`config.mk`:
```
export PLATFORM = sky130hd
export DESIGN_NAME = config_pin_share
export DESIGN_NICKNAME = d
export VERILOG_FILES = /design/src/pin_share_pkg.sv /design/src/spi_pin_mux.sv /design/src/config_pin_share.sv
export SDC_FILE = /design/constraint.sdc
export NUM_CORES = 1
export LEC_CHECK = 0
export ABC_AREA = 1
export BUFFER_PORTS_ARGS = -buffer_cell sky130_fd_sc_hd__buf_2
export CAP_MARGIN = 20
export CORE_MARGIN = 2
export CORE_UTILIZATION = 30
export CTS_CLUSTER_DIAMETER = 50
export DETAILED_ROUTE_END_ITERATION = 12
export GPL_TIMING_DRIVEN = 0
export MAX_ROUTING_LAYER = met4
export PLACE_DENSITY = 0.64
export SKIP_CTS_REPAIR_TIMING = 1
export SLEW_MARGIN = 40
export SYNTH_ARGS = -nofsm -noshare
export SYNTH_HDL_FRONTEND = slang
export SYNTH_SLANG_ARGS = --single-unit
```
`constraint.sdc`:
```
create_clock -name clk_sys -period 3 [get_ports clk_sys]
set_clock_uncertainty 0.2 [all_clocks]
set_input_delay 0.15 -clock clk_sys [delete_from_list [all_inputs] [get_ports clk_sys]]
set_output_delay 0.15 -clock clk_sys [all_outputs]
set_load 0.005 [all_outputs]
```
`src/pin_share_pkg.sv`:
```
// Package of constants and types for the configuration and serial pin sharing logic.
package pin_share_pkg;

  // ----------------------------------------------------------------
  // Timing
  // ----------------------------------------------------------------
  // Configuration clock cycles after done rises before user pins go live.
  localparam int DONE_IO_CYCLES = 49;
  localparam int DONE_CNT_W = 6;

  // ----------------------------------------------------------------
  // Pin indices inside one SPI port
  // ----------------------------------------------------------------
  localparam int SPI_PINS = 4;
  localparam int PIN_SCK = 0;
  localparam int PIN_MISO = 1;
  localparam int PIN_MOSI = 2;
  localparam int PIN_CS = 3;

  // I2C pin indices.
  localparam int I2C_PINS = 2;
  localparam int PIN_SCL = 0;
  localparam int PIN_SDA = 1;

  // Idle level of the active-low chip select.
  localparam logic CS_IDLE = 1'b1;

  // Phases of the device life cycle.
  typedef enum logic [1:0] {
    PH_CONFIG,
    PH_WAIT_IO,
    PH_USER
  } phase_t;

endpackage : pin_share_pkg

```
`src/spi_pin_mux.sv`:
```
// One SPI port's pin steering between serial function, configuration and general I/O.
`timescale 1ns/1ps
module spi_pin_mux
  import pin_share_pkg::*;
(
  // Mode
  input wire logic cfg_active,
  input wire logic user_active,
  input wire logic is_master,
  input wire logic [SPI_PINS-1:0] use_serial,
  // Configuration engine drive
  input wire logic cfg_sck,
  input wire logic cfg_mosi,
  input wire logic cfg_cs_n,
  // Serial controller drive
  input wire logic ser_sck,
  input wire logic ser_miso,
  input wire logic ser_mosi,
  input wire logic ser_cs_n,
  // General I/O drive
  input wire logic [SPI_PINS-1:0] gpio_out,
  input wire logic [SPI_PINS-1:0] gpio_oe,
  // Pin level requested
  output logic [SPI_PINS-1:0] pin_out,
  output logic [SPI_PINS-1:0] pin_oe
);

  // ----------------------------------------------------------------
  // Steering
  // ----------------------------------------------------------------
  // Configuration wins; pins float outside configuration and user mode.
  always_comb begin
    pin_out = '0;
    pin_oe = '0;
    if (cfg_active) begin
      pin_out[PIN_SCK] = cfg_sck;
      pin_oe[PIN_SCK] = 1'b1;
      pin_oe[PIN_MISO] = 1'b0;
      pin_out[PIN_MOSI] = cfg_mosi;
      pin_oe[PIN_MOSI] = 1'b1;
      pin_out[PIN_CS] = cfg_cs_n;
      pin_oe[PIN_CS] = 1'b1;
    end else if (user_active) begin
      for (int i = 0; i < SPI_PINS; i++) begin
        if (!use_serial[i]) begin
          pin_out[i] = gpio_out[i];
          pin_oe[i] = gpio_oe[i];
        end
      end
      if (use_serial[PIN_SCK]) begin
        pin_out[PIN_SCK] = ser_sck;
        pin_oe[PIN_SCK] = is_master;
      end
      if (use_serial[PIN_MISO]) begin
        pin_out[PIN_MISO] = ser_miso;
        pin_oe[PIN_MISO] = !is_master;
      end
      if (use_serial[PIN_MOSI]) begin
        pin_out[PIN_MOSI] = ser_mosi;
        pin_oe[PIN_MOSI] = is_master;
      end
      if (use_serial[PIN_CS]) begin
        pin_out[PIN_CS] = ser_cs_n;
        pin_oe[PIN_CS] = is_master;
      end
    end
  end

endmodule : spi_pin_mux

```
`src/config_pin_share.sv`:
```
// Top of the pin sharing logic for configuration, two SPI ports and one I2C port.
// Operation
// - Active-low config reset restarts configuration.
// - Done pin, weakly high, shows configuration complete.
// - Configuring: drive port A clock to memory.
// - Configuring: port A master-in is input.
// - Configuring: port A master-out drives memory.
// - Configuring: port A chip select drives memory.
// - User: master-in input as master, output slave.
// - User: master-out output as master, input slave.
// - User: chip select output master, input slave.
// - Unused SPI pins become user general I/O.
// - I2C uses one clock and one data pin.
// - Unused I2C pins become user general I/O.
// - Wait 49 cycles after done before I/O.
`timescale 1ns/1ps
module config_pin_share
  import pin_share_pkg::*;
#(
  parameter int WAIT_CYCLES = DONE_IO_CYCLES
)(
  // Clock and reset
  input wire logic clk_sys,
  input wire logic reset,
  // Configuration reset pin
  input wire logic config_reset_n,
  // Configuration done pin
  input wire logic config_done_in,
  output logic config_done_out,
  output logic config_done_oe,
  // Configuration engine
  input wire logic cfg_load_done,
  input wire logic cfg_sck,
  input wire logic cfg_mosi,
  input wire logic cfg_cs_n,
  output logic cfg_miso,
  output logic cfg_running,
  // Loaded pin selection
  input wire logic spi_a_master,
  input wire logic spi_b_master,
  input wire logic [SPI_PINS-1:0] spi_a_use,
  input wire logic [SPI_PINS-1:0] spi_b_use,
  input wire logic i2c_a_use,
  // SPI controllers
  input wire logic spi_a_sck_o,
  input wire logic spi_a_miso_o,
  input wire logic spi_a_mosi_o,
  input wire logic spi_a_cs_n_o,
  input wire logic spi_b_sck_o,
  input wire logic spi_b_miso_o,
  input wire logic spi_b_mosi_o,
  input wire logic spi_b_cs_n_o,
  output logic [SPI_PINS-1:0] spi_a_pin_level,
  output logic [SPI_PINS-1:0] spi_b_pin_level,
  // I2C controller, open drain pull-low requests
  input wire logic i2c_scl_low,
  input wire logic i2c_sda_low,
  output logic [I2C_PINS-1:0] i2c_pin_level,
  // User general I/O
  input wire logic [SPI_PINS-1:0] gpio_a_out,
  input wire logic [SPI_PINS-1:0] gpio_a_oe,
  input wire logic [SPI_PINS-1:0] gpio_b_out,
  input wire logic [SPI_PINS-1:0] gpio_b_oe,
  input wire logic [I2C_PINS-1:0] gpio_i2c_out,
  input wire logic [I2C_PINS-1:0] gpio_i2c_oe,
  output logic user_io_live,
  // SPI port A pins
  input wire logic [SPI_PINS-1:0] spi_port_a_in,
  output logic [SPI_PINS-1:0] spi_port_a_out,
  output logic [SPI_PINS-1:0] spi_port_a_oe,
  // SPI port B pins
  input wire logic [SPI_PINS-1:0] spi_port_b_in,
  output logic [SPI_PINS-1:0] spi_port_b_out,
  output logic [SPI_PINS-1:0] spi_port_b_oe,
  // I2C port A pins
  input wire logic [I2C_PINS-1:0] i2c_port_a_in,
  output logic [I2C_PINS-1:0] i2c_port_a_out,
  output logic [I2C_PINS-1:0] i2c_port_a_oe
);

  // ----------------------------------------------------------------
  // Phase control
  // ----------------------------------------------------------------
  phase_t phase_r;
  logic [DONE_CNT_W-1:0] wait_cnt_r;
  logic spi_a_master_r;
  logic spi_b_master_r;
  logic [SPI_PINS-1:0] spi_a_use_r;
  logic [SPI_PINS-1:0] spi_b_use_r;
  logic i2c_a_use_r;

  localparam logic [DONE_CNT_W-1:0] WAIT_LAST = DONE_CNT_W'(WAIT_CYCLES - 1);

  // A low reset pin throws the device back into configuration at any phase.
  always_ff @(posedge clk_sys or posedge reset) begin
    if (reset) begin
      phase_r <= PH_CONFIG;
    end else if (!config_reset_n) begin
      phase_r <= PH_CONFIG;
    end else begin
      case (phase_r)
        PH_CONFIG: if (cfg_load_done) phase_r <= PH_WAIT_IO;
        PH_WAIT_IO: if (wait_cnt_r == WAIT_LAST) phase_r <= PH_USER;
        PH_USER: phase_r <= PH_USER;
        default: phase_r <= PH_CONFIG;
      endcase
    end
  end

  // Counts configuration clocks after done rises; held at zero otherwise.
  always_ff @(posedge clk_sys or posedge reset) begin
    if (reset) begin
      wait_cnt_r <= '0;
    end else if (phase_r == PH_WAIT_IO && config_reset_n) begin
      wait_cnt_r <= wait_cnt_r + 1'b1;
    end else begin
      wait_cnt_r <= '0;
    end
  end

  // Selection is captured once at the end of loading, so live inputs cannot
  // change a pin's role during user mode.
  always_ff @(posedge clk_sys or posedge reset) begin
    if (reset) begin
      spi_a_master_r <= 1'b0;
      spi_b_master_r <= 1'b0;
      spi_a_use_r <= '0;
      spi_b_use_r <= '0;
      i2c_a_use_r <= 1'b0;
    end else if (phase_r == PH_CONFIG && cfg_load_done && config_reset_n) begin
      spi_a_master_r <= spi_a_master;
      spi_b_master_r <= spi_b_master;
      spi_a_use_r <= spi_a_use;
      spi_b_use_r <= spi_b_use;
      i2c_a_use_r <= i2c_a_use;
    end
  end

  // ----------------------------------------------------------------
  // SPI steering
  // ----------------------------------------------------------------
  logic cfg_phase;
  logic user_phase;
  logic [SPI_PINS-1:0] a_out;
  logic [SPI_PINS-1:0] a_oe;
  logic [SPI_PINS-1:0] b_out;
  logic [SPI_PINS-1:0] b_oe;

  assign cfg_phase = (phase_r == PH_CONFIG);
  assign user_phase = (phase_r == PH_USER);

  spi_pin_mux u_mux_a (
    .cfg_active(cfg_phase),
    .user_active(user_phase),
    .is_master(spi_a_master_r),
    .use_serial(spi_a_use_r),
    .cfg_sck(cfg_sck),
    .cfg_mosi(cfg_mosi),
    .cfg_cs_n(cfg_cs_n),
    .ser_sck(spi_a_sck_o),
    .ser_miso(spi_a_miso_o),
    .ser_mosi(spi_a_mosi_o),
    .ser_cs_n(spi_a_cs_n_o),
    .gpio_out(gpio_a_out),
    .gpio_oe(gpio_a_oe),
    .pin_out(a_out),
    .pin_oe(a_oe)
  );

  // Port B has no configuration role, so its configuration drive is held off.
  spi_pin_mux u_mux_b (
    .cfg_active(1'b0),
    .user_active(user_phase),
    .is_master(spi_b_master_r),
    .use_serial(spi_b_use_r),
    .cfg_sck(1'b0),
    .cfg_mosi(1'b0),
    .cfg_cs_n(CS_IDLE),
    .ser_sck(spi_b_sck_o),
    .ser_miso(spi_b_miso_o),
    .ser_mosi(spi_b_mosi_o),
    .ser_cs_n(spi_b_cs_n_o),
    .gpio_out(gpio_b_out),
    .gpio_oe(gpio_b_oe),
    .pin_out(b_out),
    .pin_oe(b_oe)
  );

  // ----------------------------------------------------------------
  // Registered pin drive
  // ----------------------------------------------------------------
  // All outputs are registered; this adds one cycle of pin latency but keeps
  // glitches from the steering logic off the pads.
  always_ff @(posedge clk_sys or posedge reset) begin
    if (reset) begin
      spi_port_a_out <= '0;
      spi_port_a_oe <= '0;
      spi_port_b_out <= '0;
      spi_port_b_oe <= '0;
    end else begin
      spi_port_a_out <= a_out;
      spi_port_a_oe <= a_oe;
      spi_port_b_out <= b_out;
      spi_port_b_oe <= b_oe;
    end
  end

  // In I2C mode the pins are open drain: the controller only ever pulls low.
  always_ff @(posedge clk_sys or posedge reset) begin
    if (reset) begin
      i2c_port_a_out <= '0;
      i2c_port_a_oe <= '0;
    end else if (user_phase && i2c_a_use_r) begin
      i2c_port_a_out <= '0;
      i2c_port_a_oe[PIN_SCL] <= i2c_scl_low;
      i2c_port_a_oe[PIN_SDA] <= i2c_sda_low;
    end else if (user_phase) begin
      i2c_port_a_out <= gpio_i2c_out;
      i2c_port_a_oe <= gpio_i2c_oe;
    end else begin
      i2c_port_a_out <= '0;
      i2c_port_a_oe <= '0;
    end
  end

  // The done pin is held low while configuring and released afterwards,
  // so the weak pull-up or another device on the wire sets its level.
  always_ff @(posedge clk_sys or posedge reset) begin
    if (reset) begin
      config_done_out <= 1'b0;
      config_done_oe <= 1'b1;
    end else begin
      config_done_out <= 1'b0;
      config_done_oe <= cfg_phase;
    end
  end

  // ----------------------------------------------------------------
  // Returned levels and status
  // ----------------------------------------------------------------
  always_ff @(posedge clk_sys or posedge reset) begin
    if (reset) begin
      cfg_miso <= 1'b0;
      cfg_running <= 1'b1;
      user_io_live <= 1'b0;
      spi_a_pin_level <= '0;
      spi_b_pin_level <= '0;
      i2c_pin_level <= '0;
    end else begin
      cfg_miso <= cfg_phase & spi_port_a_in[PIN_MISO];
      cfg_running <= cfg_phase;
      user_io_live <= user_phase && config_done_in;
      spi_a_pin_level <= spi_port_a_in;
      spi_b_pin_level <= spi_port_b_in;
      i2c_pin_level <= i2c_port_a_in;
    end
  end

endmodule : config_pin_share

```
## After elaboration in Yosys (flattened, before gate mapping)

Index checks and enable logic that the tools add are counted.

| storage, ports and cells | value |
|---|---|
| register bits after elaboration | 52 |
| bits of input ports | 59 |
| output and inout bits | 35 |
| word-level logic and storage cells | 68 |

| cells by class | value |
|---|---|
| add/subtract/negate cells | 1 |
| eq/ne operators | 5 |
| multiplexer cells | 33 |
| bitwise logic cells | 1 |
| reduce and logical (&&, ||, !) cells | 9 |

Operators with widths:

| cell | count |
|---|---|
| two-way mux 4 bit | 5 |
| two-way mux 1 bit | 18 |
| two-way mux 2 bit | 8 |
| adder 6 x 1 -> 6 bit (second input constant) | 1 |
| equality test 6 bit (second input constant) | 1 |
| two-way mux 6 bit | 1 |
| inequality test 3 bit (second input constant) | 2 |
| case mux 2 bit (3 select lines) | 1 |
| logical AND 1 bit | 5 |
| equality test 2 x 1 -> 1 bit (second input constant) | 1 |
| equality test 2 bit (second input constant) | 1 |
| logical NOT 1 bit | 2 |
| logical NOT 2 bit | 1 |
| AND reduction 2 bit | 1 |
| AND 1 bit | 1 |

## Longest topological paths before layout

Gate-level depths: netlist of the first run.

| logic depth | value |
|---|---|
| word-level depth | 4 |
| mapped depth | 8 |
| depth with buffers taken out | 8 |

## Modules after synthesis

Synthesis of the first run repeated with hierarchy kept, for this count alone.

| unflattened totals | value |
|---|---|
| cells, all modules | 260 |
| area total of the unflattened synthesis | 2265.9 um^2 |

By module, submodules not included:

| module | instances | cells an instance | area each (um^2) | seq. area each (um^2) |
|---|---|---|---|---|
| config_pin_share | 1 | 156 | 1823.0 | 1302.5 |
| spi_pin_mux | 2 | 52 | 221.5 | 0.0 |

## Least setup slack after synthesis of the first run

Ideal clock, no wire load.

| path | value |
|---|---|
| kind | reg-to-reg |
| from | register phase_r[0] |
| to | register phase_r[0] |
| library setup time | 116 ps |
| arrival time | 1138 ps |
| data required time | 2684 ps |
| setup slack | 1546 ps |
| cell stages (with the launch flop) | 9 |
| buffers on the path | 2 |
| period minus slack after synthesis | 1454 ps |
| path through | dfrtp_1 -> inv_1 -> ha_1 -> buf_6 -> nand3_4 -> clkinv_4 -> buf_6 -> nand2_1 -> nand2_1 |

| on the way | value |
|---|---|
| word-level cells in the longest chain between the ends | 3 |
| elaborated cells between the ends (all ways) | 8 |
| classes of those cells | eq/ne: 4; mux: 2; reduce/logical: 2 |

Ends and longest elaborated chain:

| element | line | text |
|---|---|---|
| start, declared | config_pin_share.sv:84 | `phase_t phase_r;` |
| start signal, assigned | config_pin_share.sv:97 | `phase_r <= PH_CONFIG;` |
| start signal, assigned | config_pin_share.sv:99 | `phase_r <= PH_CONFIG;` |
| start signal, assigned | config_pin_share.sv:102 | `PH_CONFIG: if (cfg_load_done) phase_r <= PH_WAIT_IO;` |
| logical NOT 2 bit * | - |  |
| named net cfg_phase | config_pin_share.sv:142 | `logic cfg_phase;` |
| case mux 2 bit (3 select lines) / inequality test 3 bit (equally long branches) | - |  |
| two-way mux 2 bit / AND reduction 2 bit (equally long branches) | - |  |

Mark *: on every way through the listed nets, which the timed path passes. The rest lies on a longest branch.
A chain may end at the register's enable or synchronous reset.

## Final worst setup path of the first run

| path | value |
|---|---|
| from | register phase_r[0] |
| to | register spi_port_a_out[3] |

| on the way | value |
|---|---|
| word-level cells in the longest chain between the ends | 3 |
| elaborated cells between the ends (all ways) | 4 |
| classes of those cells | eq/ne: 1; mux: 2; reduce/logical: 1 |

Ends and longest elaborated chain:

| element | line | text |
|---|---|---|
| equality test 2 bit | config_pin_share.sv:150 | `assign user_phase = (phase_r == PH_USER);` |
| two-way mux 4 bit | spi_pin_mux.sv:43 | `end else if (user_active) begin` |
| two-way mux 2 bit * | spi_pin_mux.sv:35 | `if (cfg_active) begin` |
| named net a_out[3] | config_pin_share.sv:144 | `logic [SPI_PINS-1:0] a_out;` |
| end signal, assigned | config_pin_share.sv:201 | `spi_port_a_out <= a_out;` |
| end, declared | config_pin_share.sv:69 | `output logic [SPI_PINS-1:0] spi_port_a_out,` |

Marked as above.

==> run_results.csv, run 1 <==
group,metric,value,unit
cts,clock_sinks,52,
global_routing,grt_max_degree,45,
routing,viasPerCell,4.32,
global_routing,antenna_found_initial,0,
synth,synth_top_area_share,62.2,%
placed_design,port_buffers,92,
routing,vias,1902,
worst_setup_path,worstPathMaxFanout,6,
floorplan,dieArea,7520,um2
placed_design,dpl_worst_slack,1340,ps
finish,fin_util,48.2,%
run,drv_cap,0,
placed_design,gp_congestion,0.769,
cts,cts_root_buffer,"clkbuf_8",
hold_path,hp-class,"primary input to register",
timing,timing.final.crit_share,73.7,%
floorplan,die_w,86.7,um
power,peakVddDrop,205,uV
floorplan,io_pins,94,
synth,ys_warn_count,0,
worst_setup_path,critPathMaxStageDelay,560,ps
worst_setup_path,cp_cell_sequence,"inv_1 -> ha_1 -> inv_2 -> nor2_4 -> o21ai_0 -> o21ai_0 -> dlygate4sd3_1",
finish,drive_gt1_share,31.1,%
cts,path_clk_slew,90,ps
cts,cts_tree,"yes",
placed_design,dp_hpwl,3.45,mm
global_routing,grt_pass1_vias,1661,
timing,hold_ws,-6.67,ps
cts,cts_buffers,5,
power,p_leak,1.74,nW
routing,routed_wl,5.23,mm
finish,final_nets,424,
synth,synth_area_leaders,"dfrtp_1 62%, nand2_1 7.7%, o21ai_0 5.1%, nor2_1 4.9%, inv_1 4.8%",
synth,syn-num-nets,272,
floorplan,start_util,30.6,%
timing,fin_crit,2210,ps
floorplan,fp.dieH,86.7,um
power,power_density,620,nW/um2
global_routing,grt_use_total,12.7,%
worst_setup_path,critPathCaptureType,"register",
timing,drv_slew,0,
routing,drt_first_pass_iters,4,
outcome,status,"finished with violations",
timing,hold_violations,4,
synth,yosysSeqAreaShare,63.4,%
cts,clock_path_buffers,2,
floorplan,rows,30,
routing,drc,0,
synth,yosys.area.top_type,"dfrtp_1",
synth,synthCells,208,
worst_setup_path,crit_arrival,2250,ps
floorplan,coreArea,6720,um2
routing,avgRoutedWirePerCell,11.9,um
cts,clock_latency,300,ps
worst_setup_path,cp_slowest_cell,"dlygate4sd3_1",
worst_setup_path,critPathKind,"register to register",
worst_setup_path,worst_path_most_repeated_cell,"o21ai_0",
timing,totalNegativeSetupSlack,0,ps
global_routing,grt-ovfl-total,0,
synth,synth_area,2050,um2
finish,n_antenna_cell,0,
timing,setup_viol_count_final,0,
routing,drtIter0Drc,78,
synth,synth_cell_type_count,24,
worst_setup_path,cp-start-kind,"register",
worst_setup_path,critPathRequiredTime,3040,ps
outcome,violations,"negative hold slack",
global_routing,grt_pass1_wl,7.16,mm
timing,fmax,452,MHz
finish,area_growth,57.7,%
timing,rsz0062_at_grt,"false",
routing,postRouteAntennaNets,0,
synth,synth_seq_cells,52,
synth,syn_area_per_cell,9.87,um2
cts,cts_max_level,2,
timing,setup_slack,788,ps
[cells in the final DEF, fill, tap and decap left out]
master,instances
conb_1,1
nor3_1,1
nand3b_1,1
dlygate4sd3_1,52
nand3_1,7
clkbuf_8,5
a211oi_1,2
or2_1,1
buf_6,2
dfstp_2,1
inv_2,1
buf_2,93
a21oi_1,6
nor2_1,27
nand2_1,42
o21ai_0,21
o21ai_1,5
ha_1,5
xor2_1,1
buf_4,2
buf_12,1
nor2_4,1
clkinvlp_4,1
inv_4,1
nand2_2,1
dfrtp_1,51
inv_1,25
clkinv_4,1
clkinv_2,1
nand3_4,1
[per-stage QoR]
step           total power [mW]  instance area [um2]  std cells
3_5_place_dp               1.54                 2640        381
4_1_cts                    1.93                 2720        388
2_1_floorplan              1.31                 2050        208
3_3_place_gp               1.53                 2610        380
5_1_grt                    2.16                 3240        440
6_report                   2.01                 3240        440
[layer usage]
layer | wire length (um) | track usage, % | vias to the layer above | share of wire, %
li1 | - | - | 949 | -
met5 | 0 | - | - | 0
met4 | 120 | 3.69 | 0 | 2.3
met2 | 2680 | 22.2 | 71 | 51
met3 | 368 | 4.38 | 10 | 7.0
met1 | 2060 | 13.7 | 872 | 39
[state kept, by name, indices dropped and copies added, names as in the netlist]
register         flops
cfg_running          1
spi_b_master_r       1
cfg_miso             1
spi_a_use_r          4
spi_port_b_oe        4
spi_b_use_r          4
wait_cnt_r           6
phase_r              2
spi_port_a_oe        4
i2c_pin_level        2
spi_port_a_out       4
i2c_port_a_oe        2
spi_a_pin_level      4
i2c_a_use_r          1
i2c_port_a_out       2
spi_a_master_r       1
spi_port_b_out       4
user_io_live         1
spi_b_pin_level      4
[cell families after synthesis]
kind of cell    count (synthesis)  share of synthesized area [%]
fa+ha+maj                       5                           3.05
compound gates                 34                           8.53
xor+xnor                        1                          0.427
flops                          52                           63.4
simple gates                   82                           16.9
other cells                     1                          0.183
buf+inv                        33                           7.43
[Yosys cell counts]
cell / instances
nor3_1: 1
conb_1: 1
nand2_2: 1
nand3_1: 7
buf_6: 2
a211oi_1: 2
dfstp_2: 1
or2_1: 1
nand3_4: 1
buf_4: 2
o21ai_0: 21
nand3b_1: 1
inv_2: 1
inv_1: 26
nor2_4: 1
dfrtp_1: 51
nor2_1: 27
a21oi_1: 6
clkinv_4: 1
buf_2: 1
o21ai_1: 5
nand2_1: 42
xor2_1: 1
ha_1: 5
[final timing paths]
| kind | startpoint | cells after the start | slack, ps | to |
|---|---|---|---|---|
| setup / recovery | phase_r[0] | 7 | 790 | spi_port_a_out[3] |
| hold / removal | config_reset_n | 3 | -7 | wait_cnt_r[1] |
| setup reg to reg | phase_r[0] | 7 | 790 | spi_port_a_out[3] |
| hold reg to reg | wait_cnt_r[0] | 1 | 300 | wait_cnt_r[0] |
| max in group asynchronous | reset | 4 | 2070 | i2c_a_use_r |
| min in group asynchronous | reset | 3 | 80 | i2c_pin_level[1] |
[cell type report]
cell class	count	area, um2
fillers	626	3480
flip-flops and latches	52	1300
repair buffers	145	1000
multi-input cells	123	598
inverters	28	113
well taps	80	100
clock buffers	5	68.8
plain buffers	5	42.5
clock inverters	2	12.5
[where the power goes]
part           total [mW]  leakage, nW  internal (mW)  switching, mW
combinational       0.648         1.03          0.316          0.332
sequential          0.978        0.661          0.876          0.103
clock               0.380       0.0400          0.158          0.222
[worst max-delay path: cells and delay by family (launching register included)]
kind                     cells  cell delay, ps
buffers and inverters        3             780
flip-flops                   1             410
adder cells (fa/ha/maj)      1             360
AO/OA/AOI/OAI                2             260
AND/OR/NAND/NOR              1             150
Note: power is estimated with default switching activity, not from simulation.
==> run 2, diff against run 1 <==
clock period = 2.2 ns   (was 3 ns; I/O delays follow)
==> run 2 against run 1 <==
  * The run still ends with negative hold slack left
  * Final cell count up 1.1%
  * Non-clock buffer count up 5
  * Hold slack worse by 37 ps
  * Core utilization up 0.74 points
  * Largest power group unchanged
==> run_results.csv, run 2 (synthesis results as in run 1) <==
group,metric,value,unit
floorplan,die_w,86.7,um
floorplan,coreArea,6720,um2
outcome,violations,"negative hold slack",
timing,setup_viol_count_final,0,
power,p_sw,0.899,mW
finish,largest_reg_flops,6,
routing,viasPerCell,4.34,
routing,routed_wl,5.35,mm
cts,cts_tree,"yes",
floorplan,fp.dieH,86.7,um
timing,totalNegativeSetupSlack,0,ps
power,power_density,828,nW/um2
global_routing,grt_pass1_vias,1661,
global_routing,antenna_found_initial,0,
cts,clock_sinks,52,
cts,cts_max_level,2,
global_routing,busiest_layer,"met2",
hold_path,hp-start,"gpio_a_oe[3]",
routing,vias,1931,
global_routing,grt_pass1_wl,7.16,mm
power,peakVddDrop,296,uV
worst_setup_path,reg2reg_from,"phase_r[0]",
run,drv_cap,0,
floorplan,rows,30,
floorplan,io_pins,94,
placed_design,dp_hpwl,3.45,mm
worst_setup_path,cp_cell_sequence,"inv_1 -> ha_1 -> buf_2 -> o21ai_0 -> nor2_1 -> dlygate4sd3_1",
finish,final_nets,429,
cts,path_clk_slew,90,ps
global_routing,grt_max_degree,45,
timing,fmax,464,MHz
global_routing,grt-ovfl-total,0,
timing,fin_crit,2160,ps
cts,cts_root_buffer,"clkbuf_8",
placed_design,gp_congestion,0.769,
finish,multiInputGateArea,598,um2
floorplan,start_util,30.6,%
worst_setup_path,critPathCaptureType,"register",
worst_setup_path,cpLargestDelayFamily,"buffers and inverters",
power,swShare,33.0,%
timing,timing.final.crit_share,98.1,%
worst_setup_path,cp-start-kind,"register",
power,p_leak,1.75,nW
power,combPwrFrac,31.9,%
power,pwr-share-clk,19.1,%
worst_setup_path,critPathBufInv,3,
hold_path,hp-class,"primary input to register",
worst_setup_path,crit_arrival,2190,ps
routing,drt_first_pass_iters,4,
floorplan,dieArea,7520,um2
routing,drtIter0Drc,66,
finish,n_antenna_cell,0,
timing,hold_violations,1,
finish,area_growth,60.1,%
global_routing,grtUsageMet2,22.2,%
finish,final_cell_mix,"93 x buf_2, 57 x dlygate4sd3_1, 51 x dfrtp_1, 42 x nand2_1, 27 x nor2_1",
worst_setup_path,worstPathMaxFanout,10,
worst_setup_path,cp-startpoint,"phase_r[0]",
routing,avgRoutedWirePerCell,12.0,um
worst_setup_path,critPathMaxStageDelay,560,ps
placed_design,port_buffers,92,
worst_setup_path,critPathKind,"register to register",
global_routing,use_met1,13.7,%
finish,drive_gt1_share,30.7,%
cts,clock_path_buffers,2,
power,p_seq_share,49.0,%
worst_setup_path,critPathRequiredTime,2240,ps
routing,drc,0,
outcome,status,"finished with violations",
power,power.internal,1.82,mW
timing,hold_ws,-43.6,ps
worst_setup_path,cp_slowest_cell,"dlygate4sd3_1",
finish,fillCellCount,615,
finish,top_register,"wait_cnt_r",
cts,cts_buffers,5,
global_routing,grt_use_total,12.7,%
cts,clock_latency,300,ps
finish,final_common_cell,"buf_2",
power,power,2.72,mW
timing,drv_slew,0,
global_routing,use_met3,4.38,%
routing,postRouteAntennaNets,0,
finish,register_area,1300,um2
==> run 2: cell count changes in the layout (fill, tap and decap cells not counted) <==
| cell | delta |
|---|---|
| dlygate4sd3_1 | +5 |
==> run 2: worst reg2reg max path, stage by stage, from the launching register on <==
cell and delay, ps:
dfrtp_1 410, inv_1 90, ha_1 360, buf_2 270, o21ai_0 100, nor2_1 100, dlygate4sd3_1 560
==> run 2: metal layers <==
layer	routed length [um]	part of all wire (%)	vias up
met2	2740	51	69
li1	-	-	957
met3	355	6.6	12
met5	0	0	-
met4	145	2.7	0
met1	2110	39	893
==> run 2: final timing paths <==
kind / cells past startpoint / end / slack, ps
hold / removal: 3 / spi_port_a_oe[3] / -40
max in group asynchronous: 4 / i2c_a_use_r / 1300
setup reg to reg: 6 / spi_port_b_out[2] / 40
min in group asynchronous: 3 / i2c_pin_level[1] / 40
hold reg to reg: 1 / wait_cnt_r[0] / 290
setup / recovery: 6 / spi_port_b_out[2] / 40
==> run 2: final cells by class <==
cell class	count	area share, %
buffer	5	1.29
timing repair buffer	150	32.0
tap	80	3.04
clock buffer	5	2.09
sequential	52	39.6
clock inverter	2	0.381
inverter	28	3.42
multi-input combinational	123	18.2
==> run 2: stage by stage <==
| step | util [%] | worst slack, ps | hold slack (ps) | instances | cell area [um2] |
|---|---|---|---|---|---|
| after floorplan | - | 634 | -58.6 | 208 | 2050 |
| after global placement | 38.9 | -31.7 | 20.6 | 380 | 2610 |
| after detailed placement | 39.2 | 539 | -177 | 381 | 2640 |
| after CTS | 40.4 | 516 | -510 | 388 | 2720 |
| after global routing | 48.9 | -39.9 | 1.90 | 445 | 3290 |
| final | 48.9 | 42.9 | -43.6 | 445 | 3290 |
==> run 2: power groups by stage <==
stage / Clock, mW / Sequential (mW) / Combinational [mW]
2_1_floorplan: 0 / 1.34 / 0.441
4_1_cts: 0.538 / 1.33 / 0.758
6_report: 0.519 / 1.33 / 0.869
3_5_place_dp: 0 / 1.35 / 0.754
3_3_place_gp: 0 / 1.35 / 0.736
5_1_grt: 0.577 / 1.36 / 0.987
==> run 3, diff against run 2 <==
BUFFER_PORTS_ARGS = -buffer_cell sky130_fd_sc_hd__buf_4   (was -buffer_cell sky130_fd_sc_hd__buf_2)
RECOVER_POWER = 25   (was default)
==> run 3 against run 2 <==
  * The run now ends clean
  * Sequential cell count did not move
  * Via count fell by 1.5%
  * Final cell count rose by 0.45%
  * Register-to-register slack improved by 110 ps
  * Non-clock buffer count rose by 1
  * Setup slack improved by 110 ps
  * Clock-buffer cell count did not move
  * Core utilization rose by 3.5 points
  * Critical path depth did not move
  * Global-route usage rose by 0.41 points
  * Largest cell class is now buffers
  * Highest routed layer unchanged
==> run_results.csv, run 3 (synthesis results as in run 1) <==
group,metric,value,unit
outcome,status,"finished, final reports clean",
finish,top_register,"wait_cnt_r",
worst_setup_path,critPathKind,"register to register",
timing,hold_ws,191,ps
global_routing,grt_pass1_wl,7.29,mm
cts,path_clk_slew,100,ps
finish,design_area,3520,um2
power,power_density,806,nW/um2
power,pwr-share-clk,19.4,%
power,p_sw,0.929,mW
timing,rsz0062_at_grt,"false",
finish,final_nets,430,
worst_setup_path,critPathCaptureType,"register",
global_routing,grt-ovfl-total,0,
timing,drv_slew,0,
worst_setup_path,r2r_slack,150,ps
worst_setup_path,cp-start-kind,"register",
global_routing,grtUsageMet2,22.9,%
timing,setup_viol_count_final,0,
placed_design,numPlacedInstances,381,
global_routing,grt_use_total,13.1,%
worst_setup_path,crit_arrival,2110,ps
worst_setup_path,worstPathMaxFanout,10,
finish,n_antenna_cell,0,
finish,drive_gt1_share,30.8,%
hold_path,hp-class,"primary input to asynchronous set/reset pin",
routing,drt_first_pass_iters,3,
finish,multiInputGateArea,598,um2
worst_setup_path,reg2reg_to,"i2c_port_a_oe[1]",
finish,area_growth,71.6,%
routing,postRouteAntennaNets,0,
finish,register_area,1300,um2
timing,tightest_slew,881,ps
worst_setup_path,critPathRequiredTime,2250,ps
global_routing,grt_pass1_vias,1594,
worst_setup_path,r2r_cells,6,
placed_design,dp_hpwl,3.61,mm
floorplan,io_pins,94,
timing,setup_slack,150,ps
routing,routed_wl,5.47,mm
finish,largest_reg_flops,6,
floorplan,start_util,30.6,%
worst_setup_path,reg2reg_from,"phase_r[0]",
cts,clock_path_buffers,2,
power,combPwrFrac,33.4,%
timing,timing.final.crit_share,93.2,%
routing,avgRoutedWirePerCell,12.2,um
cts,clock_latency,310,ps
global_routing,use_met1,14.0,%
power,p_seq_share,47.3,%
finish,fillCellCount,587,
routing,vias,1902,
power,power.internal,1.91,mW
cts,cts_tree,"yes",
floorplan,rows,30,
run,drv_cap,0,
global_routing,grt_max_degree,42,
finish,final_common_cell,"buf_4",
timing,fmax,488,MHz
global_routing,antenna_found_initial,0,
cts,clock_sinks,52,
floorplan,die_w,86.7,um
timing,totalNegativeSetupSlack,0,ps
global_routing,use_met3,4.38,%
routing,drc,0,
floorplan,fp.dieH,86.7,um
power,p_leak,1.80,nW
placed_design,dpl_worst_slack,532,ps
placed_design,gp_congestion,0.735,
routing,viasPerCell,4.26,
timing,hold_violations,0,
global_routing,busiest_layer,"met2",
timing,fin_crit,2050,ps
worst_setup_path,cp-startpoint,"phase_r[0]",
cts,cts_buffers,5,
finish,finalNonFillerCells,447,
cts,cts_max_level,2,
floorplan,dieArea,7520,um2
placed_design,port_buffers,92,
finish,final_cell_mix,"83 x buf_4, 58 x dlygate4sd3_1, 51 x dfrtp_1, 42 x nand2_1, 27 x nor2_1",
power,swShare,32.7,%
cts,cts_root_buffer,"clkbuf_8",
floorplan,coreArea,6720,um2
timing,maxSlewHeadroom,41.3,%
power,peakVddDrop,327,uV
placed_design,place_area,2870,um2
routing,drtIter0Drc,52,
-- run 3: layer usage --
metal  vias to the layer above  share of wire (%)
li1                        959                  -
met1                       884                 39
met2                        51                 55
met3                         8                4.7
met4                         0                1.4
met5                         -                  0
-- run 3: power groups by stage --
stage | clock, mW | sequential [mW] | combinational [mW]
5_1_grt | 0.611 | 1.37 | 1.06
2_1_floorplan | 0 | 1.34 | 0.441
3_3_place_gp | 0 | 1.36 | 0.833
4_1_cts | 0.569 | 1.34 | 0.865
6_report | 0.550 | 1.34 | 0.948
3_5_place_dp | 0 | 1.36 | 0.862
-- run 3: how the worst max path moves through the flow --
stage | depth (start not counted) | end
2_1_floorplan | 1 | cfg_miso
3_3_place_gp | 2 | spi_port_b_oe[2]
3_5_place_dp | 6 | spi_port_a_out[2]
4_1_cts | 6 | spi_port_a_out[2]
5_1_grt | 6 | i2c_port_a_oe[1]
6_report | 6 | i2c_port_a_oe[1]
-- run 3: stage by stage --
stage / total power [mW] / util [%]
final: 2.84 / 52.4
after global routing: 3.05 / 52.4
after CTS: 2.78 / 44.0
after detailed placement: 2.22 / 42.7
after global placement: 2.19 / 42.3
after floorplan: 1.78 / -
-- run 3: layout make-up --
class / instances / share of cell area [%]
Sequential cell: 52 / 37.0
Clock buffer: 5 / 1.95
Clock inverter: 3 / 0.675
Inverter: 28 / 3.16
Timing Repair Buffer: 151 / 36.2
Tap cell: 80 / 2.84
Multi-Input combinational cell: 123 / 17.0
Buffer: 5 / 1.21
-- run 3: critical path: stages, from the launching register on --
cell and delay, ps:
dfrtp_1 410, inv_1 90, ha_1 330, buf_2 270
nand3_1 90, nand2_1 70, dlygate4sd3_1 540
